--- src/verilog/timer16_pkg.sv ---
// Constants, register offsets and mode codes for the 16-bit timer counter unit.
package timer16_pkg;

	localparam int          ADDR_W        = 4;
	localparam int          DATA_W        = 8;
	localparam int          CNT_W         = 16;

	// Byte locations on the 8-bit CPU data bus.
	localparam logic [3:0]  ADDR_CNT_LO   = 4'h0;
	localparam logic [3:0]  ADDR_CNT_HI   = 4'h1;
	localparam logic [3:0]  ADDR_CMPA_LO  = 4'h2;
	localparam logic [3:0]  ADDR_CMPA_HI  = 4'h3;
	localparam logic [3:0]  ADDR_CMPB_LO  = 4'h4;
	localparam logic [3:0]  ADDR_CMPB_HI  = 4'h5;
	localparam logic [3:0]  ADDR_CAP_LO   = 4'h6;
	localparam logic [3:0]  ADDR_CAP_HI   = 4'h7;
	localparam logic [3:0]  ADDR_CTRL_A   = 4'h8;
	localparam logic [3:0]  ADDR_CTRL_B   = 4'h9;
	localparam logic [3:0]  ADDR_FLAGS    = 4'ha;

	// Field positions.
	localparam int          CTRLA_WGM_LSB = 0;
	localparam int          CTRLB_CS_LSB  = 0;
	localparam int          CTRLB_WGM_LSB = 3;
	localparam int          FLAG_OVF_BIT  = 0;
	localparam int          FLAG_DIR_BIT  = 1;

	// Reset values.
	localparam logic [7:0]  BYTE_RESET    = 8'h00;
	localparam logic [15:0] WORD_RESET    = 16'h0000;

	// Count limits.
	localparam logic [15:0] CNT_BOTTOM    = 16'h0000;
	localparam logic [15:0] CNT_MAX       = 16'hffff;
	localparam logic [15:0] TOP_FIX8      = 16'h00ff;
	localparam logic [15:0] TOP_FIX9      = 16'h01ff;
	localparam logic [15:0] TOP_FIX10     = 16'h03ff;
	localparam logic [15:0] CNT_STEP      = 16'h0001;

	// Clock select codes.
	localparam logic [2:0]  CS_STOP       = 3'h0;
	localparam logic [2:0]  CS_DIV1       = 3'h1;
	localparam logic [2:0]  CS_DIV8       = 3'h2;
	localparam logic [2:0]  CS_DIV64      = 3'h3;
	localparam logic [2:0]  CS_DIV256     = 3'h4;
	localparam logic [2:0]  CS_DIV1024    = 3'h5;
	localparam logic [2:0]  CS_EXT_FALL   = 3'h6;
	localparam logic [2:0]  CS_EXT_RISE   = 3'h7;

	// Prescaler: division factors 8, 64, 256, 1024 as bit counts of a free counter.
	localparam int          PRESC_W       = 10;
	localparam int          PRESC_TAPS    = 4;
	localparam int          PRESC_TAP_BITS [PRESC_TAPS] = '{3, 6, 8, 10};

	// Waveform mode codes.
	localparam logic [3:0]  WGM_NORMAL    = 4'h0;
	localparam logic [3:0]  WGM_PC8       = 4'h1;
	localparam logic [3:0]  WGM_PC9       = 4'h2;
	localparam logic [3:0]  WGM_PC10      = 4'h3;
	localparam logic [3:0]  WGM_CTC_A     = 4'h4;
	localparam logic [3:0]  WGM_FAST8     = 4'h5;
	localparam logic [3:0]  WGM_FAST9     = 4'h6;
	localparam logic [3:0]  WGM_FAST10    = 4'h7;
	localparam logic [3:0]  WGM_PFC_CAP   = 4'h8;
	localparam logic [3:0]  WGM_PFC_A     = 4'h9;
	localparam logic [3:0]  WGM_PC_CAP    = 4'ha;
	localparam logic [3:0]  WGM_PC_A      = 4'hb;
	localparam logic [3:0]  WGM_CTC_CAP   = 4'hc;
	localparam logic [3:0]  WGM_RESERVED  = 4'hd;
	localparam logic [3:0]  WGM_FAST_CAP  = 4'he;
	localparam logic [3:0]  WGM_FAST_A    = 4'hf;

endpackage

--- src/verilog/prescale_divider.sv ---
// Free-running prescaler that issues one-cycle enable pulses at fixed division factors.
`timescale 1ns/1ps
module prescale_divider (
	input  wire logic                             core_clk,
	input  wire logic                             reset,
	output logic [timer16_pkg::PRESC_TAPS-1:0]    div_pulse
);
	import timer16_pkg::*;

	logic [PRESC_W-1:0] presc_reg;

	// The counter never stops, so the first tick after a start may come early.
	always_ff @(posedge core_clk) begin
		if (reset) begin
			presc_reg <= '0;
		end else begin
			presc_reg <= presc_reg + 1'b1;
		end
	end

	logic [PRESC_TAPS-1:0] tap_done;

	genvar i;
	generate
		for (i = 0; i < PRESC_TAPS; i++) begin : g_tap
			assign tap_done[i] = &presc_reg[PRESC_TAP_BITS[i]-1:0];
		end
	endgenerate

	// One register for all taps keeps the output vector with a single driver.
	always_ff @(posedge core_clk) begin
		if (reset) begin
			div_pulse <= '0;
		end else begin
			div_pulse <= tap_done;
		end
	end

endmodule

--- src/verilog/timer16_counter_unit.sv ---
// Counter core of a 16-bit timer with byte-wide CPU access through a shared high-byte holder.
`timescale 1ns/1ps
module timer16_counter_unit (
	input  wire logic                              core_clk,
	input  wire logic                              reset,
	input  wire logic [timer16_pkg::ADDR_W-1:0]    io_addr,
	input  wire logic                              io_wr,
	input  wire logic                              io_rd,
	input  wire logic [timer16_pkg::DATA_W-1:0]    io_wdata,
	input  wire logic                              external_count_pin,
	input  wire logic                              capture_strobe,
	output logic      [timer16_pkg::DATA_W-1:0]    io_rdata,
	output logic      [timer16_pkg::CNT_W-1:0]     count_value,
	output logic                                   timer_clock_enable,
	output logic                                   top_flag,
	output logic                                   bottom_flag,
	output logic                                   max_flag,
	output logic                                   overflow_flag,
	output logic                                   count_down,
	output logic      [3:0]                        waveform_mode_field
);
	import timer16_pkg::*;

	logic [15:0]           count_reg;
	logic [15:0]           count_next;
	logic [7:0]            temp_reg;
	logic [15:0]           compare_reg_a;
	logic [15:0]           compare_reg_b;
	logic [15:0]           capture_reg;
	logic [7:0]            control_reg_a;
	logic [7:0]            control_reg_b;
	logic                  dir_down_reg;
	logic                  ovf_reg;
	logic [7:0]            rdata_reg;
	logic                  ext_meta_reg;
	logic                  ext_sync_reg;
	logic                  ext_prev_reg;
	logic                  tick_reg;
	logic                  top_reg;
	logic                  bottom_reg;
	logic                  max_reg;
	logic [PRESC_TAPS-1:0] div_pulse;

	prescale_divider u_prescale (
		.core_clk  (core_clk),
		.reset     (reset),
		.div_pulse (div_pulse)
	);

	// Address decode.
	wire wr_cnt_lo  = io_wr && (io_addr == ADDR_CNT_LO);
	wire wr_cmpa_lo = io_wr && (io_addr == ADDR_CMPA_LO);
	wire wr_cmpb_lo = io_wr && (io_addr == ADDR_CMPB_LO);
	wire wr_cap_lo  = io_wr && (io_addr == ADDR_CAP_LO);
	wire wr_ctrl_a  = io_wr && (io_addr == ADDR_CTRL_A);
	wire wr_ctrl_b  = io_wr && (io_addr == ADDR_CTRL_B);
	wire wr_flags   = io_wr && (io_addr == ADDR_FLAGS);
	wire wr_any_hi  = io_wr && ((io_addr == ADDR_CNT_HI) || (io_addr == ADDR_CMPA_HI) ||
	                  (io_addr == ADDR_CMPB_HI) || (io_addr == ADDR_CAP_HI));
	wire rd_cnt_lo  = io_rd && (io_addr == ADDR_CNT_LO);
	wire rd_cap_lo  = io_rd && (io_addr == ADDR_CAP_LO);

	// Mode field is split between the two control registers.
	wire [3:0] mode = {control_reg_b[CTRLB_WGM_LSB+1:CTRLB_WGM_LSB],
	                   control_reg_a[CTRLA_WGM_LSB+1:CTRLA_WGM_LSB]};
	wire [2:0] clock_select_field = control_reg_b[CTRLB_CS_LSB+2:CTRLB_CS_LSB];

	// TOP selection per mode.
	wire top_fix8  = (mode == WGM_PC8) || (mode == WGM_FAST8);
	wire top_fix9  = (mode == WGM_PC9) || (mode == WGM_FAST9);
	wire top_fix10 = (mode == WGM_PC10) || (mode == WGM_FAST10);
	wire top_cmpa  = (mode == WGM_CTC_A) || (mode == WGM_PFC_A) ||
	                 (mode == WGM_PC_A) || (mode == WGM_FAST_A);
	wire top_cap   = (mode == WGM_PFC_CAP) || (mode == WGM_PC_CAP) ||
	                 (mode == WGM_CTC_CAP) || (mode == WGM_FAST_CAP);
	wire [15:0] top_value = top_fix8  ? TOP_FIX8 :
	                        top_fix9  ? TOP_FIX9 :
	                        top_fix10 ? TOP_FIX10 :
	                        top_cmpa  ? compare_reg_a :
	                        top_cap   ? capture_reg : CNT_MAX;

	wire is_dual    = top_fix8 || top_fix9 || top_fix10 ? (mode <= WGM_PC10) :
	                  (mode >= WGM_PFC_CAP) && (mode <= WGM_PC_A);
	wire is_clear   = (mode == WGM_CTC_A) || (mode == WGM_FAST8) || (mode == WGM_FAST9) ||
	                  (mode == WGM_FAST10) || (mode == WGM_CTC_CAP) ||
	                  (mode == WGM_FAST_CAP) || (mode == WGM_FAST_A);
	wire ovf_at_top = is_clear && (mode != WGM_CTC_A) && (mode != WGM_CTC_CAP);

	// External pin passes two flip-flops before the edge detector looks at it.
	wire ext_rise = ext_sync_reg && !ext_prev_reg;
	wire ext_fall = !ext_sync_reg && ext_prev_reg;

	// Timer clock selection; code zero gives no tick at all.
	wire tick = (clock_select_field == CS_DIV1) ||
	            ((clock_select_field == CS_DIV8) && div_pulse[0]) ||
	            ((clock_select_field == CS_DIV64) && div_pulse[1]) ||
	            ((clock_select_field == CS_DIV256) && div_pulse[2]) ||
	            ((clock_select_field == CS_DIV1024) && div_pulse[3]) ||
	            ((clock_select_field == CS_EXT_FALL) && ext_fall) ||
	            ((clock_select_field == CS_EXT_RISE) && ext_rise);

	wire at_top    = (count_reg == top_value);
	wire at_bottom = (count_reg == CNT_BOTTOM);
	wire at_max    = (count_reg == CNT_MAX);
	wire step_down = is_dual && (at_top || (dir_down_reg && !at_bottom));
	wire do_clear  = is_clear && at_top;
	wire count_tick = tick && !wr_cnt_lo;

	// A CPU write of the count low byte always wins; the timer tick only acts when no such write is present.
	assign count_next = wr_cnt_lo   ? {temp_reg, io_wdata} :
	                    !count_tick ? count_reg :
	                    do_clear    ? CNT_BOTTOM :
	                    step_down   ? count_reg - CNT_STEP :
	                                  count_reg + CNT_STEP;

	wire ovf_event = count_tick && (is_dual ? at_bottom :
	                 ovf_at_top ? at_top : at_max);
	wire ovf_clear = wr_flags && io_wdata[FLAG_OVF_BIT];
	wire dir_next  = !is_dual ? 1'b0 : count_tick ? step_down : dir_down_reg;

	// The holder sees every high-byte write and count or capture low reads.
	wire [7:0] temp_next = wr_any_hi ? io_wdata :
	                       rd_cnt_lo ? count_reg[15:8] :
	                       rd_cap_lo ? capture_reg[15:8] : temp_reg;

	// Capture writes only take effect when the capture register sets TOP.
	wire cap_wr_ok = wr_cap_lo && top_cap;

	wire [7:0] flags_byte = {6'h00, dir_down_reg, ovf_reg};
	wire [7:0] read_mux =
		(io_addr == ADDR_CNT_LO)  ? count_reg[7:0] :
		(io_addr == ADDR_CNT_HI)  ? temp_reg :
		(io_addr == ADDR_CMPA_LO) ? compare_reg_a[7:0] :
		(io_addr == ADDR_CMPA_HI) ? compare_reg_a[15:8] :
		(io_addr == ADDR_CMPB_LO) ? compare_reg_b[7:0] :
		(io_addr == ADDR_CMPB_HI) ? compare_reg_b[15:8] :
		(io_addr == ADDR_CAP_LO)  ? capture_reg[7:0] :
		(io_addr == ADDR_CAP_HI)  ? temp_reg :
		(io_addr == ADDR_CTRL_A)  ? control_reg_a :
		(io_addr == ADDR_CTRL_B)  ? control_reg_b :
		(io_addr == ADDR_FLAGS)   ? flags_byte : BYTE_RESET;

	always_ff @(posedge core_clk) begin
		if (reset) begin
			ext_meta_reg <= 1'b0;
			ext_sync_reg <= 1'b0;
			ext_prev_reg <= 1'b0;
		end else begin
			ext_meta_reg <= external_count_pin;
			ext_sync_reg <= ext_meta_reg;
			ext_prev_reg <= ext_sync_reg;
		end
	end

	always_ff @(posedge core_clk) begin
		if (reset) begin
			count_reg    <= WORD_RESET;
			temp_reg     <= BYTE_RESET;
			dir_down_reg <= 1'b0;
			ovf_reg      <= 1'b0;
		end else begin
			count_reg    <= count_next;
			temp_reg     <= temp_next;
			dir_down_reg <= dir_next;
			ovf_reg      <= ovf_event || (ovf_reg && !ovf_clear);
		end
	end

	always_ff @(posedge core_clk) begin
		if (reset) begin
			compare_reg_a <= WORD_RESET;
			compare_reg_b <= WORD_RESET;
			capture_reg   <= WORD_RESET;
			control_reg_a <= BYTE_RESET;
			control_reg_b <= BYTE_RESET;
		end else begin
			if (wr_cmpa_lo) begin
				compare_reg_a <= {temp_reg, io_wdata};
			end
			if (wr_cmpb_lo) begin
				compare_reg_b <= {temp_reg, io_wdata};
			end
			if (cap_wr_ok) begin
				capture_reg <= {temp_reg, io_wdata};
			end else if (capture_strobe && !top_cap) begin
				capture_reg <= count_reg;
			end
			if (wr_ctrl_a) begin
				control_reg_a <= io_wdata;
			end
			if (wr_ctrl_b) begin
				control_reg_b <= io_wdata;
			end
		end
	end

	// Limit flags follow the value the count takes at this edge.
	always_ff @(posedge core_clk) begin
		if (reset) begin
			rdata_reg  <= BYTE_RESET;
			tick_reg   <= 1'b0;
			top_reg    <= 1'b0;
			bottom_reg <= 1'b1;
			max_reg    <= 1'b0;
		end else begin
			if (io_rd) begin
				rdata_reg <= read_mux;
			end
			tick_reg   <= tick;
			top_reg    <= (count_next == top_value);
			bottom_reg <= (count_next == CNT_BOTTOM);
			max_reg    <= (count_next == CNT_MAX);
		end
	end

	assign io_rdata            = rdata_reg;
	assign count_value         = count_reg;
	assign timer_clock_enable  = tick_reg;
	assign top_flag            = top_reg;
	assign bottom_flag         = bottom_reg;
	assign max_flag            = max_reg;
	assign overflow_flag       = ovf_reg;
	assign count_down          = dir_down_reg;
	assign waveform_mode_field = {control_reg_b[CTRLB_WGM_LSB+1:CTRLB_WGM_LSB],
	                              control_reg_a[CTRLA_WGM_LSB+1:CTRLA_WGM_LSB]};
endmodule

--- config.mk ---
export PLATFORM = sky130hd
export DESIGN_NAME = timer16_counter_unit
export DESIGN_NICKNAME = d
export VERILOG_FILES = /design/src/verilog/timer16_pkg.sv /design/src/verilog/prescale_divider.sv /design/src/verilog/timer16_counter_unit.sv
export SDC_FILE = /design/constraint.sdc
export NUM_CORES = 1
export LEC_CHECK = 0
export ABC_AREA = 1
export BUFFER_PORTS_ARGS = -buffer_cell sky130_fd_sc_hd__buf_4
export CELL_PAD_IN_SITES_DETAIL_PLACEMENT = 0
export CELL_PAD_IN_SITES_GLOBAL_PLACEMENT = 2
export CORE_MARGIN = 2
export CORE_UTILIZATION = 30
export CTS_CLUSTER_DIAMETER = 40
export DETAILED_ROUTE_END_ITERATION = 8
export PLACE_DENSITY_LB_ADDON = 0.1
export RECOVER_POWER = 50
export SLEW_MARGIN = 20
export SYNTH_ARGS = -nofsm -noshare
export SYNTH_HDL_FRONTEND = slang
export SYNTH_SLANG_ARGS = --single-unit
--- constraint.sdc ---
create_clock -name core_clk -period 3.4 [get_ports core_clk]
set_input_delay 0.34 -clock core_clk [delete_from_list [all_inputs] [get_ports core_clk]]
set_output_delay 0.34 -clock core_clk [all_outputs]
set_load 0.005 [all_outputs]
==> impl_metrics.ini <==
[power]
power_switching_share_pct = 26.7
p_leak_nw = 4.76
powerDensity_nw_per_um2 = 362
pwr-share-comb_pct = 12.8
finalPower_mw = 4.00
p_sw_mw = 1.07
ir_worst_vdd_mv = 0.294
p_int_mw = 2.93
seqPwrFrac_pct = 36.3
power_frac_clock_pct = 50.9

[setup_path]
rr_worst_depth = 31
critPathMaxStageDelay_ns = 0.37
timing.rr.start = control_reg_a[0]
rrSetupSlack_ns = -0.57
endpoint_kind = flip-flop
cp.required_ns = 3.74
path_max_fanout = 8
crit_path_top_delay_cell = dfxtp_4
path_class = reg2reg
crit_top_cell = nand2_2
crit_arrival_ns = 4.30
cp-start-kind = flip-flop
timing.rr.end = top_flag

[hold_path]
hold_depth = 3
hold_class = in2reg
min_to = ext_meta_reg
hp-start = external_count_pin

[cells_and_area]
area_growth_pct = 53.2
regArea_um2 = 2390
antenna_cells = 0
fillCellCount = 2503
drive_gt1_share_pct = 33.5
multi_input_area_um2 = 4890
fin_nets = 1420
final_area_um2 = 11100
stdcell_count = 1716

[cts]
cts_tree = built
cts_sinks = 119
clk_pin_slew_ns = 0.06
hold_buffers = 0
cts_buffer_depth = 2
clk_latency_ns = 0.42
htree_levels = 4
cts_made_buffers = 17
cts_root_buf = clkbuf_16

[synthesis]
syn-cell-area_um2 = 7220
synthCells = 1130
synth.area.top_cells = dfxtp_1, nand2_1, a21oi_1, inv_1, nand3_1
yosys.area.top_type = dfxtp_1
yosysTopAreaCellShare_pct = 33.0
synth_cell_types = 44
avgSynthCellArea_um2 = 6.39
yosys_warnings = 0
async_flop_share_pct = 0
ys.flop_type = dfxtp_1
synth_edf_count = 0
ys_ff_latch = 119
ys_seq_area_share_pct = 33.0
syn_nets = 1165

[sta]
fmax_ghz = 0.252
setup_ws_ns = -0.567
setup_viol = 9
slew_violations = 35
skew_ns = 0.0184
tightest_slew_ns = 1.72
post-route-min-period_ns = 3.97
max-slew-margin-rel_pct = -14.6
fin_crit_sh_pct = 117
rsz0062_at_grt = yes
hold_viol = 0

[floorplanning]
core_area_um2 = 23500
dieArea_um2 = 25300
die_w_um = 159
start_util_pct = 30.7
num_io_pins = 52
rows = 56
die_h_um = 159

[drt]
routedWlPerCell_um = 18.9
first_iter_violations = 607
via_per_inst = 4.96
drt_first_pass_iters = 5
drc = 0
ant_nets = 0
wl_mm = 32.4
vias = 8512

[run_status]
outcome = finished, violations left
violations = max-capacitance violations, max-slew violations, negative setup slack

[global_routing]
grt_pass1_vias = 8268
antenna_found_initial = 0
grt_max_degree = 46
grt_pass1_wl_mm = 49.5
gr-total-overflow = 0
grtUsageTotal_pct = 25.6

[placed_design]
dpl.cell_count = 1662
dp_hpwl_mm = 24.9
place_area_um2 = 9520
port_buffers = 51
finalWeightedCongestion = 0.861

[job]
drv_cap = 1
-- layer usage --
layer	global-route usage, %	part of all wire (%)
met3	2.71	4.2
met2	45.2	49
met1	32.8	44
met4	7.77	2.8
met5	0	0
-- cell families after synthesis --
| kind of cell | synth area share (%) |
|---|---|
| and+or+nand+nor | 31.8 |
| DFF | 33.0 |
| AOI/OAI and AO/OA | 20.3 |
| buffers and inverters | 10.4 |
| xor gates and xnor gates | 1.46 |
| adders and majority gates | 3.05 |
-- stage by stage --
step | worst slack (ns) | setup TNS (ns) | hold WS, ns | util [%]
after detailed placement | -0.878 | -4.65 | 0.442 | 40.4
after global placement | -0.881 | -4.80 | 0.432 | 40.4
after global routing | -0.831 | -5.87 | 0.147 | 47.0
after CTS | -0.544 | -2.43 | 0.124 | 45.7
final | -0.567 | -3.08 | 0.131 | 47.0
after floorplan | -0.0391 | -0.0677 | 0.388 | -
-- layout by cell type, fill, tap and decap left out, types with 17 or more instances in the layout --
master     count
a21oi_1      114
buf_4        226
buf_6         17
clkbuf_16     17
dfxtp_1      115
inv_1        136
nand2_1      204
nand2_2       48
nand3_1       67
nand3_2       26
nor2_1        99
o21ai_0       66
o22ai_1       21
-- cells in the mapped netlist (2+ instances only) --
cell / instances
o2111ai_1: 12
o22ai_1: 21
clkinv_1: 3
nand3b_1: 8
nor3_1: 7
o211ai_1: 3
nor4_1: 5
a22oi_1: 2
a31oi_1: 2
o221ai_1: 9
ha_1: 16
xnor2_1: 6
nand2_1: 253
nand2_2: 15
a21boi_0: 2
o21ai_1: 3
inv_2: 4
dfxtp_1: 119
nor2_1: 121
nand3_2: 4
xor2_1: 6
nand3_1: 93
clkbuf_1: 33
nand4_1: 10
a21o_1: 3
or2_2: 2
inv_1: 140
nor2_2: 6
a21oi_1: 124
a221oi_1: 4
buf_1: 2
o21ai_0: 71
buf_4: 7
and3_1: 2
o31ai_1: 3
-- worst max path at each step --
stage | from | to | cells after the start
finish | control_reg_a[0] | top_flag | 31
global placement | control_reg_b[4] | top_flag | 31
CTS | control_reg_a[0] | top_flag | 31
global route | control_reg_a[0] | bottom_flag | 30
floorplan | control_reg_b[4] | top_flag | 32
detailed placement | control_reg_b[4] | top_flag | 31
-- power groups by stage --
stage               clock [mW]  combinational, mW  sequential [mW]
CTS                       2.06              0.493             1.45
global placement             0              0.464             1.48
detailed placement           0              0.463             1.48
global route              2.13              0.560             1.46
finish                    2.04              0.512             1.45
floorplan                    0              0.224             1.47
-- area by class of cell --
type / count / area share (%)
Sequential cell: 119 / 21.6
Clock inverter: 14 / 2.00
Timing Repair Buffer: 280 / 19.7
Inverter: 147 / 4.99
Multi-Input combinational cell: 820 / 44.2
Tap cell: 319 / 3.61
Clock buffer: 17 / 3.85
-- timing repair --
action	in CTS	in global routing
pin swaps	63	51
cloned	1	0
endpoints found under the setup margin	12	15
resized for setup	105	75
buffers inserted	19	7
-- worst max-delay path: cells and delay by family (launching register included) --
family / cells / cell delay, ns
adders and majority gates: 1 / 0.22
buffers and inverters: 3 / 0.36
AOI/OAI and AO/OA: 4 / 0.56
and+or+nand+nor: 23 / 2.35
DFF: 1 / 0.37
Power figures use the tool's default switching activity.
